$ cat src/pkg/stioc_map.vh
// stioc_map.vh: offsets, codes and counts of the test i/o command block
// assumes: included by core/stioc_core.v only
`ifndef STIOC_MAP_VH
`define STIOC_MAP_VH
// apb byte offsets
`define STIOC_CMD_OFS    8'h00
`define STIOC_DATA_OFS   8'h04
`define STIOC_REPLY_OFS  8'h08
`define STIOC_STAT_OFS   8'h0C
// command codes
`define STIOC_C_MODERD   8'h00
`define STIOC_C_ALMHIST  8'h33
`define STIOC_C_MODESEL  8'h8B
`define STIOC_C_MASK     8'h90
`define STIOC_C_FORCE    8'h92
`define STIOC_C_POSCTL   8'hA0
// data numbers
`define STIOC_N_MODE     8'h12
`define STIOC_N_IN_OFF   8'h00
`define STIOC_N_IN_ON    8'h10
`define STIOC_N_OUT_OFF  8'h03
`define STIOC_N_OUT_ON   8'h13
`define STIOC_N_TESTIN   8'h00
`define STIOC_N_DOFORCE  8'hA0
`define STIOC_N_POS      8'h41
`define STIOC_N_ALMCODE  4'h1
`define STIOC_N_ALMTIME  4'h2
// data words
`define STIOC_KEY        32'h00001EA5
`define STIOC_D_STOP     32'h53544F50
`define STIOC_D_GO       32'h474F2020
`define STIOC_D_CLR      32'h434C5220
`define STIOC_NO_ALARM   16'h00FF
// test mode codes
`define STIOC_M_NORMAL   3'h0
`define STIOC_M_JOG      3'h1
`define STIOC_M_POS      3'h2
`define STIOC_M_NOMOTOR  3'h3
`define STIOC_M_DOFORCE  3'h4
// test input word fields
`define STIOC_B_FWDLIM   1
`define STIOC_B_REVLIM   2
// status register fields
`define STIOC_S_INMASK   3
`define STIOC_S_OUTMASK  4
`define STIOC_S_HOLD     5
`define STIOC_S_STALE    6
`define STIOC_S_ERR      7
// comm timeout and alarm history depth
`define STIOC_CLK_HZ     40000000
`define STIOC_TMO_MS     500
`define STIOC_HIST       6
`endif

$ cat src/core/stioc_core.v
// stioc_core.v: command handler for masking, test modes, forcing, history
// assumes: apb master on SYS_CLK, pins asynchronous, motion logic on SYS_CLK
// Function
// RULE_01: masked inputs read off, zero, absent
// RULE_02: forced stop and limits never masked
// RULE_03: 90/00 key masks, 90/10 unmasks inputs
// RULE_04: 90/03 key masks, 90/13 unmasks outputs
// RULE_05: 92/00 word drives test input devices
// RULE_06: test word bit layout, bits 0-15,20,27
// RULE_07: 0.5s silence in test stops, servo lock
// RULE_08: test entry while running cuts base drive
// RULE_09: 8B/00 data 1..4 selects test mode
// RULE_10: 00/12 returns current test mode code
// RULE_11: 8B/00 data 0000 returns normal mode
// RULE_12: master waits 100ms in positioning start
// RULE_13: A0/41 STOP holds running positioning
// RULE_14: A0/41 GO resumes held positioning
// RULE_15: A0/41 CLR ends hold, drops distance
// RULE_16: master masks outputs before forced output
// RULE_17: forced mode drives pins from command only
// RULE_18: 92/A0 bits 0-6 set output pins
// RULE_19: six alarm entries, 33/10..15 read codes
// RULE_20: codes hex, 00FF means empty entry
// RULE_21: 33/20..25 read alarm hours
// RULE_22: test inputs follow last word only
// RULE_23: two-char codes, four/eight-char data
//
// Decided for this implementation: the register addresses and the APB slave port.
`timescale 1ns/10ps
`default_nettype none
`include "stioc_map.vh"
module stioc_core #(
    parameter TMO_CYC = `STIOC_CLK_HZ / 1000 * `STIOC_TMO_MS, // silence limit
    parameter AW      = 12                                    // analog width
) (
    input  wire          SYS_CLK,
    input  wire          RST,
    input  wire          PSEL,
    input  wire          PENABLE,
    input  wire          PWRITE,
    input  wire [7:0]    PADDR,
    input  wire [31:0]   PWDATA,
    output reg  [31:0]   PRDATA,
    output reg           PREADY,
    output reg           PSLVERR,
    input  wire [31:0]   SWITCH_IN,
    input  wire          PULSE_IN,
    input  wire          FORCED_STOP_IN,
    input  wire [AW-1:0] ANALOG_IN,
    input  wire [6:0]    SERVO_OUT,
    input  wire          MOTOR_RUNNING,
    input  wire          POS_ACTIVE,
    input  wire          ALARM_EVENT,
    input  wire [15:0]   ALARM_CODE,
    input  wire [15:0]   OP_HOURS,
    output reg  [31:0]   SWITCH_INPUTS,
    output reg           PULSE_EFF,
    output reg           FORCED_STOP_INPUT,
    output reg  [AW-1:0] ANALOG_EFF,
    output reg  [6:0]    OUT_PINS,
    output reg  [2:0]    TEST_MODE,
    output reg           BASE_SHUTOFF,
    output reg           DECEL_LOCK,
    output reg           POS_HOLD,
    output reg           POS_RESUME,
    output reg           POS_CLEAR
);
    // =====================================================================
    // pin synchronisers
    // =====================================================================
    reg [33:0] sy1;       // first stage, read only by sy2
    reg [33:0] sy2;       // second stage
    reg [33:0] sy3;       // third stage
    reg [33:0] pin;       // accepted level
    // three flops, change counts once stages 2 and 3 agree
    always @(posedge SYS_CLK or posedge RST) begin
        if (RST) begin
            sy1 <= 34'h0;
            sy2 <= 34'h0;
            sy3 <= 34'h0;
            pin <= 34'h0;
        end else begin
            sy1 <= {FORCED_STOP_IN, PULSE_IN, SWITCH_IN};
            sy2 <= sy1;
            sy3 <= sy2;
            pin <= (sy2 & sy3) | (pin & (sy2 | sy3));
        end
    end

    // =====================================================================
    // apb slave
    // =====================================================================
    reg  [15:0] cmd;      // command code and data number
    reg  [31:0] reply;    // last answer
    reg         in_mask;  // inputs disabled
    reg         out_mask; // outputs disabled
    reg         err;      // last command refused
    reg  [31:0] test_in;  // test input word
    reg  [6:0]  do_word;  // forced output word
    reg         stale;    // silence timeout seen
    wire        acc   = PSEL & PENABLE & ~PREADY;
    wire        wr    = acc & PWRITE;
    wire        exec  = wr & (PADDR == `STIOC_DATA_OFS);
    wire [7:0]  cc    = cmd[15:8];
    wire [7:0]  dn    = cmd[7:0];
    wire        key   = (PWDATA == `STIOC_KEY);
    wire        known = (PADDR == `STIOC_CMD_OFS) | (PADDR == `STIOC_DATA_OFS)
                      | (PADDR == `STIOC_REPLY_OFS) | (PADDR == `STIOC_STAT_OFS);
    // one wait state, pready and data from flops
    always @(posedge SYS_CLK or posedge RST) begin
        if (RST) begin
            PREADY  <= 1'b0;
            PSLVERR <= 1'b0;
            PRDATA  <= 32'h0;
        end else begin
            PREADY  <= acc;
            PSLVERR <= acc & ~known;
            PRDATA  <= 32'h0;
            if (acc & ~PWRITE) begin
                case (PADDR)
                    `STIOC_CMD_OFS:   PRDATA <= {16'h0, cmd};
                    `STIOC_REPLY_OFS: PRDATA <= reply;
                    `STIOC_STAT_OFS:  PRDATA <= {24'h0, err, stale, POS_HOLD,
                                                 out_mask, in_mask, TEST_MODE};
                    default:          PRDATA <= 32'h0;
                endcase
            end
        end
    end

    // command register write
    always @(posedge SYS_CLK or posedge RST) begin
        if (RST) begin
            cmd <= 16'h0;
        end else if (wr & (PADDR == `STIOC_CMD_OFS)) begin
            cmd <= PWDATA[15:0]; // RULE_23
        end
    end

    // =====================================================================
    // alarm history
    // =====================================================================
    reg [15:0] hcode [0:`STIOC_HIST-1]; // alarm codes, 0 newest
    reg [15:0] htime [0:`STIOC_HIST-1]; // hours of each alarm
    integer    i;
    // new alarm shifts the list, oldest drops out
    always @(posedge SYS_CLK or posedge RST) begin
        if (RST) begin
            for (i = 0; i < `STIOC_HIST; i = i + 1) begin
                hcode[i] <= `STIOC_NO_ALARM; // RULE_20
                htime[i] <= 16'h0;
            end
        end else if (ALARM_EVENT) begin
            for (i = `STIOC_HIST - 1; i > 0; i = i - 1) begin
                hcode[i] <= hcode[i-1]; // RULE_19
                htime[i] <= htime[i-1];
            end
            hcode[0] <= ALARM_CODE;
            htime[0] <= OP_HOURS; // RULE_21
        end
    end

    // index valid for history data number low digit
    function hist_ok;
        input [3:0] n;
        begin
            hist_ok = (n < `STIOC_HIST);
        end
    endfunction

    // =====================================================================
    // command execution
    // =====================================================================
    reg [2:0] next_mode; // mode after this write
    reg       sel_ok;    // mode select data valid
    // decode a mode select word
    always @* begin
        next_mode = TEST_MODE;
        sel_ok    = 1'b0;
        if (exec & (cc == `STIOC_C_MODESEL) & (dn == 8'h00)
            & (PWDATA <= {29'h0, `STIOC_M_DOFORCE})) begin
            next_mode = PWDATA[2:0]; // RULE_09 RULE_11
            sel_ok    = 1'b1;
        end
    end

    // executes the command on write of the data word
    always @(posedge SYS_CLK or posedge RST) begin
        if (RST) begin
            reply      <= 32'h0;
            err        <= 1'b0;
            in_mask    <= 1'b0;
            out_mask   <= 1'b0;
            test_in    <= 32'h0;
            do_word    <= 7'h0;
            TEST_MODE  <= `STIOC_M_NORMAL;
            POS_HOLD   <= 1'b0;
            POS_RESUME <= 1'b0;
            POS_CLEAR  <= 1'b0;
        end else begin
            POS_RESUME <= 1'b0;
            POS_CLEAR  <= 1'b0;
            TEST_MODE  <= next_mode;
            if (next_mode == `STIOC_M_NORMAL) begin
                test_in  <= 32'h0;
                POS_HOLD <= 1'b0;
            end
            if (exec) begin
                err <= 1'b0;
                case (cc)
                    `STIOC_C_MODESEL: begin
                        err <= ~sel_ok;
                    end
                    `STIOC_C_MODERD: begin
                        if (dn == `STIOC_N_MODE) begin
                            reply <= {29'h0, TEST_MODE}; // RULE_10
                        end else begin
                            err <= 1'b1;
                        end
                    end
                    `STIOC_C_MASK: begin
                        if (~key) begin
                            err <= 1'b1;
                        end else if (dn == `STIOC_N_IN_OFF) begin
                            in_mask <= 1'b1; // RULE_03
                        end else if (dn == `STIOC_N_IN_ON) begin
                            in_mask <= 1'b0; // RULE_03
                        end else if (dn == `STIOC_N_OUT_OFF) begin
                            out_mask <= 1'b1; // RULE_04
                        end else if (dn == `STIOC_N_OUT_ON) begin
                            out_mask <= 1'b0; // RULE_04
                        end else begin
                            err <= 1'b1;
                        end
                    end
                    `STIOC_C_FORCE: begin
                        if ((dn == `STIOC_N_TESTIN) & (TEST_MODE != `STIOC_M_NORMAL)) begin
                            test_in <= PWDATA; // RULE_05 RULE_22
                        end else if (dn == `STIOC_N_DOFORCE) begin
                            do_word <= PWDATA[6:0]; // RULE_18
                        end else begin
                            err <= 1'b1;
                        end
                    end
                    `STIOC_C_POSCTL: begin
                        // stop only while moving, go/clear only while held
                        if ((dn == `STIOC_N_POS) & (TEST_MODE == `STIOC_M_POS)) begin
                            if ((PWDATA == `STIOC_D_STOP) & POS_ACTIVE & ~POS_HOLD) begin
                                POS_HOLD <= 1'b1; // RULE_13
                            end else if ((PWDATA == `STIOC_D_GO) & POS_HOLD) begin
                                POS_HOLD   <= 1'b0;
                                POS_RESUME <= 1'b1; // RULE_14
                            end else if ((PWDATA == `STIOC_D_CLR) & POS_HOLD) begin
                                POS_HOLD  <= 1'b0;
                                POS_CLEAR <= 1'b1; // RULE_15
                            end else begin
                                err <= 1'b1;
                            end
                        end else begin
                            err <= 1'b1;
                        end
                    end
                    `STIOC_C_ALMHIST: begin
                        if ((dn[7:4] == `STIOC_N_ALMCODE) & hist_ok(dn[3:0])) begin
                            reply <= {16'h0, hcode[dn[2:0]]}; // RULE_19 RULE_20
                        end else if ((dn[7:4] == `STIOC_N_ALMTIME) & hist_ok(dn[3:0])) begin
                            reply <= {16'h0, htime[dn[2:0]]}; // RULE_21
                        end else begin
                            err <= 1'b1;
                        end
                    end
                    default: begin
                        err <= 1'b1;
                    end
                endcase
            end
        end
    end

    // =====================================================================
    // test supervision
    // =====================================================================
    localparam [31:0] TMO = TMO_CYC; // silence limit in cycles
    reg [31:0] quiet;                // cycles since last command
    // silence in test mode decelerates and locks
    always @(posedge SYS_CLK or posedge RST) begin
        if (RST) begin
            quiet      <= 32'h0;
            stale      <= 1'b0;
            DECEL_LOCK <= 1'b0;
        end else if (exec | (TEST_MODE == `STIOC_M_NORMAL)) begin
            quiet      <= 32'h0;
            DECEL_LOCK <= 1'b0;
        end else if (quiet >= TMO) begin
            DECEL_LOCK <= 1'b1; // RULE_07
            stale      <= 1'b1;
        end else begin
            quiet <= quiet + 32'h1;
        end
    end

    // entering test while running coasts the motor
    always @(posedge SYS_CLK or posedge RST) begin
        if (RST) begin
            BASE_SHUTOFF <= 1'b0;
        end else if (next_mode == `STIOC_M_NORMAL) begin
            BASE_SHUTOFF <= 1'b0;
        end else if ((TEST_MODE == `STIOC_M_NORMAL) & MOTOR_RUNNING) begin
            BASE_SHUTOFF <= 1'b1; // RULE_08
        end
    end

    // =====================================================================
    // effective inputs and outputs
    // =====================================================================
    wire [31:0] sw_ext = in_mask ? 32'h0 : pin[31:0];
    wire [31:0] sw_tst = test_in & 32'h0810FFFF; // RULE_06
    // masking and forcing of device levels
    always @(posedge SYS_CLK or posedge RST) begin
        if (RST) begin
            SWITCH_INPUTS     <= 32'h0;
            PULSE_EFF         <= 1'b0;
            FORCED_STOP_INPUT <= 1'b0;
            ANALOG_EFF        <= {AW{1'b0}};
            OUT_PINS          <= 7'h0;
        end else begin
            SWITCH_INPUTS <= sw_ext | sw_tst; // RULE_01
            SWITCH_INPUTS[`STIOC_B_FWDLIM] <= pin[`STIOC_B_FWDLIM]
                | sw_tst[`STIOC_B_FWDLIM]; // RULE_02
            SWITCH_INPUTS[`STIOC_B_REVLIM] <= pin[`STIOC_B_REVLIM]
                | sw_tst[`STIOC_B_REVLIM]; // RULE_02
            PULSE_EFF         <= pin[32] & ~in_mask; // RULE_01
            FORCED_STOP_INPUT <= pin[33]; // RULE_02
            ANALOG_EFF        <= in_mask ? {AW{1'b0}} : ANALOG_IN; // RULE_01
            if (TEST_MODE == `STIOC_M_DOFORCE) begin
                OUT_PINS <= do_word; // RULE_17
            end else begin
                OUT_PINS <= out_mask ? 7'h0 : SERVO_OUT;
            end
        end
    end
endmodule // stioc_core
`default_nettype wire

$ cat config.mk
export PLATFORM = sky130hd
export DESIGN_NAME = stioc_core
export DESIGN_NICKNAME = d
export VERILOG_FILES = /design/src/core/stioc_core.v
export VERILOG_INCLUDE_DIRS = /design/src /design/src/pkg
export SDC_FILE = /design/constraint.sdc
export NUM_CORES = 1
export LEC_CHECK = 0
export BUFFER_PORTS_ARGS = -buffer_cell sky130_fd_sc_hd__buf_2
export CAP_MARGIN = 20
export CORE_MARGIN = 2
export CORE_UTILIZATION = 40
export CTS_BUF_LIST = sky130_fd_sc_hd__clkbuf_8
export CTS_CLUSTER_SIZE = 40
export DETAILED_ROUTE_END_ITERATION = 8
export GPL_ROUTABILITY_DRIVEN = 0
export SLEW_MARGIN = 20
export SYNTH_ARGS = -nofsm -noshare
export SYNTH_HDL_FRONTEND = slang
export SYNTH_SLANG_ARGS = --single-unit
$ cat constraint.sdc
create_clock -name SYS_CLK -period 18.4 [get_ports SYS_CLK]
set_clock_uncertainty 0.05 [all_clocks]
set_input_delay 4.6 -clock SYS_CLK [delete_from_list [all_inputs] [get_ports SYS_CLK]]
set_output_delay 4.6 -clock SYS_CLK [all_outputs]
set_load 0.03 [all_outputs]
; Yosys cells after proc, flatten, opt, wreduce, memory -nomap -nowiden
; Cells that the tools add are included.
[totals]
regBits = 546
inputBits = 133
[op_classes]
order_cmp = 4
n_reduce_logical = 16
eq_ne = 25
bitwise_logic = 42
add_sub_neg = 1
mux = 65
[ops]
columns = operator, count
row1 = 2-to-1 mux 32 bit, 11
row2 = binary-select mux 16 bit (select 3 bit), 2
row3 = == test 32 x 31 -> 1 bit (second input constant), 3
row4 = case mux 32 bit (3 select lines), 1
row5 = bitwise AND 34 bit, 2
row6 = bitwise OR 34 bit, 2
row7 = 2-to-1 mux 16 bit, 4
row8 = case mux 32 bit (2 select lines), 1
row9 = 2-to-1 mux 1 bit, 41
row10 = == test 8 bit (second input constant), 5
row11 = adder 32 x 1 -> 32 bit (second input constant), 1
row12 = == test 32 x 13 -> 1 bit (second input constant), 1
row13 = greater-or-equal comparator 32 x 25 -> 1 bit (second input constant), 1
row14 = <= comparator 32 x 3 -> 1 bit (second input constant), 1
row15 = bitwise OR 32 x 28 -> 32 bit, 1
row16 = == test 8 x 5 -> 1 bit (second input constant), 3
row17 = zero test 8 bit, 3
row18 = bitwise AND 1 bit, 20
row19 = == test 8 x 4 -> 1 bit (second input constant), 2
row20 = 2-to-1 mux 7 bit, 2
row21 = 2-to-1 mux 12 bit, 1
row22 = AND reduction 4 bit, 3
row23 = NOT 1 bit, 10
row24 = nonzero test 2 bit, 5
row25 = other kinds (20), 27

; Logic depth before layout (Yosys ltp)
; Gate-level depths: netlist of the first run.
[logic_depth]
word_depth = 16
ltp_mapped = 9

; Least setup slack after synthesis of the first run
; Ideal clock, no wire load.
[synth_path]
kind = input-to-reg
from = in PADDR[1]
to = reg cmd[0]
slack_ns = 11.808
setup_ns = 0.125
t_required_ns = 18.225
n_path_buf = 1
cell_stages = 5
arrival_ns = 6.418
path_cell_list = nor4_1 -> nand2_1 -> nor4_2 -> buf_2 -> mux2_2
[synth_via]
elab_chain_cells = 2
[synth_lines]
columns = item, line
row1 = from (decl), stioc_core.v:41  ; input wire [7:0] PADDR,
row2 = zero test 8 bit, n/a
row3 = bitwise AND 1 bit, stioc_core.v:135  ; end else if (wr & (PADDR == `STIOC_CMD_OFS)) begin
row4 = to (signal assigned), stioc_core.v:136  ; cmd <= PWDATA[15:0];
row5 = to (decl), stioc_core.v:93  ; reg [15:0] cmd;
; No other way between the ends.
; A chain may end at the register's enable or synchronous reset.

; Final worst setup path of the first run
[layout_path]
from = in PADDR[1]
to = reg reply[1]
[layout_via]
elab_chain_cells = 3
[layout_lines]
columns = item, line
row1 = == test 8 x 3 -> 1 bit (no source line), n/a
row2 = bitwise AND 1 bit, stioc_core.v:103  ; wire exec = wr & (PADDR == `STIOC_DATA_OFS);
row3 = AND reduction 4 bit (no source line), n/a
row4 = to (signal assigned), stioc_core.v:216  ; reply <= {29'h0, TEST_MODE};
row5 = to (signal assigned), stioc_core.v:265  ; reply <= {16'h0, hcode[dn[2:0]]};
row6 = to (signal assigned), stioc_core.v:267  ; reply <= {16'h0, htime[dn[2:0]]};
row7 = to (decl), stioc_core.v:94  ; reg [31:0] reply;
; No other way between the ends.

==> results.ini, run 1 <==
[grt]
grt_antenna_before_repair = 1
grt_remaining_overflow = 0
grt_first_pass_wirelength_um = 68700
grt_usage_pct = 17.0
grt_max_degree = 181
grt_pass1_vias = 12400

[routing]
vias = 12100
drt_iter0_markers = 772
drt-total-wl_um = 42900
routed-wl-met2_um = 19800
wl_met3_um = 2270
dr.pass1.iters = 6
drc = 0
wl_met1_um = 19800
top_layer = met5
routedWlPerCell_um = 17.8
antenna_left = 0
viasPerCell = 5.02

[clock_network]
htree_levels = 3
root_buffer = clkbuf_8
cts_buffer_depth = 3
hold_buffers = 0
clock_latency_ns = 0.67
tritoncts = yes
clkTransAtPathRegs_ns = 0.06
post_cts_buffers = 0
cts-resized-gates = 0
cts_sinks = 500
cts_made_buffers = 87

[layout]
final_nets = 1805
drive_gt1_share_pct = 39.8
antenna_cells = 0
multiInputGateArea_um2 = 7010
stdcell_area_um2 = 23600
fill_cells = 4343
area_growth_pct = 18.1
register_area_um2 = 12600

[yosys]
avgSynthCellArea_um2 = 14.0
synth.distinct_cells = 58
synth_top_area_share_pct = 56.7
synthesis.area_um2 = 20000
synth-seq-cells = 500
synth_area_leaders = dfrtp_1 (57%), mux2_2 (13%), dfstp_2 (6.3%), mux4_2 (3.9%), mux2i_1 (2.4%)
synth-async-reset-ratio_pct = 100
synth-seq-area-share_pct = 63.0
netlist.top_cell.by_area = dfrtp_1
synthCells = 1423
ys.flop_type = dfrtp_1
yosysWarnings = 0
synth-edff-count = 0

[min_path]
hold_depth = 0
holdCritStartpoint = sy1[5]
whs_endpoint = sy2[5]
min_path_type = reg -> reg

[setup_path]
path_buf_inv = 1
cp-start-kind = primary input
critPathRequiredTime_ns = 18.89
reg2reg_slack_ns = 15.22
cp-end-kind = flip-flop
crit_type = in -> reg
path_common_cell = nor4_1
worstReg2RegEnd = do_word[2]
arrival_ns = 7.14
max_stage_delay_ns = 0.69
timing.rr.start = cmd[0]
worstPathMaxFanout = 16
worst_path_max_delay_cell = nand4_1
cp_cell_sequence = buf_2 -> nor4_1 -> nand2_1 -> nor4_1 -> nand4_1 -> mux2_2
rr_worst_depth = 6
crit_family = simple AND/OR/NAND/NOR gates

[placed_design]
place_area_um2 = 21600
post-place-ws_ns = 11.00
hpwl_um = 27700
portBuffers = 211

[power_and_ir_drop]
p_comb_share_pct = 10.2
p_clk_share_pct = 40.2
cellPowerDensity_nw_per_um2 = 112
ir_drop_v = 0.0000511
p_leak_nw = 10.5
power.switching_mw = 0.662
sw_frac_of_total_pct = 25.0
p_int_mw = 1.99
seq_power_share_pct = 49.6

[die]
die_height_um = 227
io_pins = 228
core_um2 = 49200
die_area_um2 = 51700
fp-row-count = 81
die_x_um = 227
start_util_pct = 40.6

[sta]
fmax_ghz = 0.150
hold_viol = 0
rsz0062_at_grt = no
final.setup.tns_ns = 0
relSlewSlack_pct = 32.5
postLayoutSetupSlackWorst_ns = 11.74
fin_crit_sh_pct = 36.2
setup_viol = 0
min_period_ns = 6.66
worst_slew_pin_slew_ns = 1.01
drv_slew = 0

[run]
drv_cap = 0

[outcome]
outcome = completed

[worst max path at each step]
stage               startpoint       endpoint  slack (ns)  cells after the start
floorplan                  RST  ANALOG_EFF[0]        7.00                      1
global placement           RST         cmd[0]       11.08                      4
detailed placement         RST         cmd[0]       11.00                      4
CTS                        RST         cmd[0]       11.75                      4
global route          PADDR[1]       reply[1]       11.46                      6
finish                PADDR[1]       reply[1]       11.74                      6
[cell usage in the layout, fill, tap and decap left out, drive strengths merged, types with 5 or more instances in the layout]
cell type,n
or3,6
xnor2,8
mux2,231
mux2i,48
nor2,93
inv,36
nor2b,30
a22oi,12
buf,226
or2,6
nand4,25
clkinv,14
nand3,19
and2,8
clkbuf,117
and3,8
nand2,77
a22o,14
o21ai,35
nor4,17
maj3,34
conb,16
dfrtp,452
a21oi,35
a21o,16
xor2,17
or4,5
mux4,35
nor3,14
dfstp,48
[power groups by stage]
stage / Combinational [mW] / Clock [mW] / Sequential [mW]
4_1_cts: 0.275 / 1.11 / 1.31
3_5_place_dp: 0.274 / 0 / 1.33
6_report: 0.270 / 1.07 / 1.31
3_3_place_gp: 0.267 / 0 / 1.33
5_1_grt: 0.298 / 1.15 / 1.33
2_1_floorplan: 0.188 / 0 / 1.33
[worst reg2reg max path, cell delays in order, from the launching register on]
cell and delay, ns:
dfrtp_4 0.70, or4_4 0.66, or2_4 0.27, nor4_2 0.22, nand2_1 0.10, or4_1 0.66
mux2_4 0.39
[synth_stat cells (14+ instances only)]
master / n
mux2_2: 224
maj3_1: 34
nand4_1: 25
nor2_1: 93
nand2_1: 77
xor2_1: 17
buf_2: 14
a22o_1: 14
mux4_2: 35
clkbuf_1: 50
nor2b_1: 30
o21ai_0: 35
nand3_1: 19
buf_4: 16
mux2i_1: 48
dfrtp_1: 452
a21o_1: 16
dfstp_2: 48
a21oi_1: 35
[cells by family after synthesis]
kind of cell,count (synthesis),share of synthesized area [%]
fa+ha+maj,36,1.83
buf+inv,95,2.25
flops,500,63.0
other cells,1,0.0188
simple gates,327,8.37
compound gates,125,3.94
mux,314,19.5
xor+xnor,25,1.10
[registers in the layout, indices dropped and copies added (netlist names), 3 cells and up]
| name | cells |
|---|---|
| reply | 16 |
| TEST_MODE | 3 |
| sy3 | 34 |
| htime | 96 |
| test_in | 18 |
| pin | 34 |
| SWITCH_INPUTS | 32 |
| sy1 | 34 |
| cmd | 16 |
| sy2 | 34 |
| ANALOG_EFF | 12 |
| hcode | 96 |
| do_word | 7 |
| PRDATA | 16 |
| OUT_PINS | 7 |
| quiet | 32 |
[per-stage QoR]
step	power (mW)	instances	util, %	hold slack, ns
2_1_floorplan	1.52	1438	-	0.281
3_3_place_gp	1.59	2244	44.0	0.283
3_5_place_dp	1.61	2244	44.0	0.285
4_1_cts	2.70	2403	47.9	0.294
5_1_grt	2.78	2404	48.0	0.299
6_report	2.65	2404	48.0	0.292
[area by class of cell]
class / instances / area share, %
sequential: 500 / 53.3
inverter: 11 / 0.191
tap: 664 / 3.52
clock inverter: 43 / 1.31
clock buffer: 116 / 6.77
multi-input combinational: 843 / 29.7
timing repair buffer: 227 / 5.13
[metal layers]
layer | track usage (%) | vias up
met5 | 0 | -
met3 | 3.73 | 72
met4 | 6.20 | 2
li1 | - | 5556
met1 | 23.4 | 6142
met2 | 26.5 | 290
Note: power is estimated with default switching activity, not from simulation.
==> run 2: changes to the inputs <==
clock period = 6.5 ns   (was 18.4 ns; I/O delays follow)
==> run 2 against run 1 <==
Against the previous run:
- final area is 0.35% lower
- power grew to 2.8 times the previous value
- via count shrank 0.67%
- final cell count hardly changed
- utilization decreased by 0.17 points
- non-clock buffer count up 1
- wire length decreased by 0.90%
- worst hold slack got worse by 0.0024 ns
- register-to-register slack got worse by 12 ns
- die area unchanged
- largest cell class unchanged
- largest power group unchanged
==> results.ini, run 2 (synthesized netlist as in run 1, its figures left out) <==
[sta]
postLayoutSetupSlackWorst_ns = 2.80
relSlewSlack_pct = 30.0
rsz0062_at_grt = no
fmax_ghz = 0.271
min_period_ns = 3.70
setup_viol = 0
fin_crit_sh_pct = 56.9
worst_slew_pin_slew_ns = 1.04
drv_slew = 0
hold_viol = 0
final.setup.tns_ns = 0

[outcome]
outcome = completed

[run]
drv_cap = 0

[die]
io_pins = 228
start_util_pct = 40.6
fp-row-count = 81
die_area_um2 = 51700
die_height_um = 227
core_um2 = 49200
die_x_um = 227

[clock_network]
htree_levels = 3
cts-resized-gates = 0
cts_made_buffers = 86
clock_latency_ns = 0.65
cts_sinks = 500
tritoncts = yes
clkTransAtPathRegs_ns = 0.06
post_cts_buffers = 0
hold_buffers = 0
root_buffer = clkbuf_8
cts_buffer_depth = 3

[grt]
grt_antenna_before_repair = 1
grt_first_pass_wirelength_um = 68300
grt_remaining_overflow = 0
grt_usage_pct = 16.9
grt_max_degree = 183
grt_pass1_vias = 12400

[setup_path]
worst_path_max_delay_cell = nand4_1
path_common_cell = nor4_1
timing.rr.start = cmd[0]
cp-start-kind = primary input
crit_type = in -> reg
cp_cell_sequence = buf_2 -> nor4_1 -> nand2_1 -> nor4_1 -> nand4_1 -> mux2_2
arrival_ns = 4.19
critPathRequiredTime_ns = 6.99
cp-end-kind = flip-flop
max_stage_delay_ns = 0.69
critPathLaunch = PADDR[1]
worstPathMaxFanout = 16
crit_family = simple AND/OR/NAND/NOR gates
path_buf_inv = 1

[placed_design]
hpwl_um = 27600
dp.cells = 2245
post-place-ws_ns = 2.09
portBuffers = 211

[layout]
reg_top3 = hcode (96), htime (96)
drive_gt1_share_pct = 39.3
final_nets = 1805
fin_util_pct = 47.8
layout.cells.non_filler = 2403
antenna_cells = 0
final_common_cell = dfrtp_1
layout_common_cells = dfrtp_1 (451), mux2_2 (224), buf_2 (210)
area_growth_pct = 17.7

[power_and_ir_drop]
ir_drop_v = 0.000181
cellPowerDensity_nw_per_um2 = 315
p_leak_nw = 10.5
p_total_mw = 7.39

[min_path]
holdCritStartpoint = sy1[18]
min_path_type = reg -> reg

[routing]
dr.pass1.iters = 5
drc = 0
drt-total-wl_um = 42500
viasPerCell = 4.99
drt_iter0_markers = 753
routedWlPerCell_um = 17.7
antenna_left = 0
vias = 12000

run 2: per-stage QoR:
stage	cell area [µm²]	hold slack, ns
2_1_floorplan	20000	0.281
3_3_place_gp	21700	0.283
3_5_place_dp	21700	0.285
4_1_cts	23500	0.286
5_1_grt	23500	0.287
6_report	23500	0.290
run 2: worst paths after layout:
kind / cells after the start / slack, ns / end
max: 6 / 2.80 / reply[1]
min: 0 / 0.29 / sy2[18]
max reg2reg: 6 / 3.31 / reply[0]
min reg2reg: 0 / 0.29 / sy2[18]
max in group asynchronous: 4 / 4.17 / htime[14]
min in group asynchronous: 2 / 0.88 / FORCED_STOP_INPUT
run 2: area by class of cell:
cell class	instances	area (µm²)
inverter	11	45.0
fill	4387	25700
clock buffer	113	1560
timing repair buffer	228	1210
clock inverter	44	262
sequential	500	12600
tap	664	831
multi-input combinational	843	7010
run 2: where the power goes:
group | internal, mW | total, mW | switching, mW
clock network | 1.64 | 2.91 | 1.27
logic | 0.393 | 0.765 | 0.371
registers | 3.51 | 3.72 | 0.207
run 2: layer usage:
layer	share of wire (%)	up-vias	global-route usage [%]	routed length, µm
met1	46	6092	23.6	19800
met3	4.9	82	4.04	2100
met5	0.024	-	0	10
met4	2.4	2	5.78	1020
li1	-	5540	-	-
met2	46	265	26.0	19600
==> run 3: changes to the inputs <==
clock period = 3.19 ns   (was 6.5 ns; I/O delays follow)
==> run 3 against run 2 <==
Against the previous run:
- first-iteration DRC count is 13% lower
- critical endpoint is now do_word[0]
- combinational power is 110% higher
- sequential power is 100% higher
- critical path type is now reg -> reg
- power is 110% higher
- sequential cell count stayed put
- wire length is 0.54% higher
==> results.ini, run 3 (synthesized netlist as in run 1, its figures left out) <==
[outcome]
outcome = completed

[clock_network]
cts_sinks = 500
cts-resized-gates = 0
tritoncts = yes
post_cts_buffers = 0
cts_buffer_depth = 3
root_buffer = clkbuf_8
clock_latency_ns = 0.68
htree_levels = 3
hold_buffers = 0
cts_made_buffers = 87
clkTransAtPathRegs_ns = 0.06

[routing]
wl_met1_um = 19600
wl_met3_um = 2320
routed-wl-met2_um = 19600
vias = 12100
drt-total-wl_um = 42800
drc = 0
viasPerCell = 4.98
top_layer = met5
routedWlPerCell_um = 17.5
drt_iter0_markers = 655
dr.pass1.iters = 5
antenna_left = 0

[layout]
fin_util_pct = 48.7
register_area_um2 = 12600
reg_top3 = hcode (96), htime (96)
fill_cells = 4394
drive_gt1_share_pct = 40.9
final_nets = 1836
final_common_cell = dfrtp_1
layout_common_cells = dfrtp_1 (451), mux2_2 (224), buf_2 (210)
multiInputGateArea_um2 = 7010
layout.cells.non_filler = 2437
area_growth_pct = 19.8

[min_path]
whs_endpoint = sy1[11]
min_path_type = in -> reg
hold_depth = 1
holdCritStartpoint = SWITCH_IN[11]

[setup_path]
worstPathMaxFanout = 7
path_buf_inv = 1
crit_family = simple AND/OR/NAND/NOR gates
timing.rr.start = cmd[0]
reg2reg_slack_ns = 0.47
rr_worst_depth = 7
worst_path_max_delay_cell = or4_4
worstReg2RegEnd = do_word[0]
cp-end-kind = flip-flop
cp-start-kind = flip-flop
critPathRequiredTime_ns = 3.68
arrival_ns = 3.21
max_stage_delay_ns = 0.58
cp_cell_sequence = or4_4 -> or2_4 -> nor4_2 -> nand2_1 -> or4_1 -> buf_4 -> mux2_4
crit_type = reg -> reg

[sta]
drv_slew = 0
fmax_ghz = 0.368
fin_crit_sh_pct = 85.2
min_period_ns = 2.72
hold_viol = 0
postLayoutSetupSlackWorst_ns = 0.474
worst_slew_pin_slew_ns = 0.796
setup_viol = 0
rsz0062_at_grt = no
timing.hold.ws_ns = 0.175
relSlewSlack_pct = 46.9

[grt]
grt_pass1_vias = 12500
grt_antenna_before_repair = 3
grt_max_degree = 143
grt_remaining_overflow = 0
grt_usage_pct = 16.9
grt_first_pass_wirelength_um = 68200

[power_and_ir_drop]
ir_drop_v = 0.000313
p_leak_nw = 10.7
p_clk_share_pct = 40.7
sw_frac_of_total_pct = 25.0
p_comb_share_pct = 10.3
cellPowerDensity_nw_per_um2 = 645
power.switching_mw = 3.85
p_total_mw = 15.4
p_int_mw = 11.6
seq_power_share_pct = 49.1

[placed_design]
hpwl_um = 28300
portBuffers = 211
post-place-ws_ns = 0.0833
dp.cells = 2276

[die]
die_height_um = 227
io_pins = 228
die_area_um2 = 51700
fp-row-count = 81
die_x_um = 227
start_util_pct = 40.6
core_um2 = 49200

[run]
drv_cap = 0

==> run 3: cell types whose count changed in the layout (fill, tap and decap cells not counted), sizes merged <==
cell      delta
bufinv       +4
clkbuf       -4
inv         -12
clkinv      +13
diode        +1
buf         +30
clkinvlp     +2
==> run 3: area by class of cell <==
cell class                 count  share of cell area [%]
antenna                        1                  0.0105
clock buffer                 109                    6.27
clock inverter                51                    1.81
inverter                      11                   0.188
multi-input combinational    843                    29.3
sequential                   500                    52.6
tap                          664                    3.47
timing repair buffer         258                    6.39
==> run 3: worst register-to-register path, stage by stage, from the launching register on <==
cell and delay (ns):
dfrtp_4 0.48, or4_4 0.58, or2_4 0.27, nor4_2 0.20
nand2_1 0.10, or4_1 0.41, buf_4 0.20, mux2_4 0.30
==> run 3: metal layers <==
| layer | up-vias | GRT usage (%) |
|---|---|---|
| met4 | 4 | 5.86 |
| li1 | 5605 | - |
| met1 | 6156 | 23.1 |
| met5 | - | 0 |
| met2 | 278 | 26.2 |
| met3 | 100 | 4.26 |
==> run 3: how the worst max path moves through the flow <==
stage / start / endpoint / cells past startpoint
global placement: PADDR[1] / do_word[0] / 9
global route: cmd[1] / reply[6] / 7
detailed placement: PADDR[1] / do_word[4] / 9
floorplan: RST / ANALOG_EFF[0] / 1
CTS: cmd[0] / do_word[4] / 7
finish: cmd[0] / do_word[0] / 7
==> run 3: power groups by stage <==
stage               combinational, mW  clock (mW)  sequential (mW)
global placement                 1.57           0             7.64
CTS                              1.61        6.50             7.57
floorplan                        1.08           0             7.67
finish                           1.58        6.27             7.57
global route                     1.74        6.80             7.68
detailed placement               1.61           0             7.68
==> run 3: metrics by stage <==
stage | cell area [µm²] | setup TNS [ns]
floorplan | 20000 | -2111.07
global placement | 22000 | 0
CTS | 23900 | 0
detailed placement | 22000 | 0
finish | 23900 | 0
global route | 23900 | 0
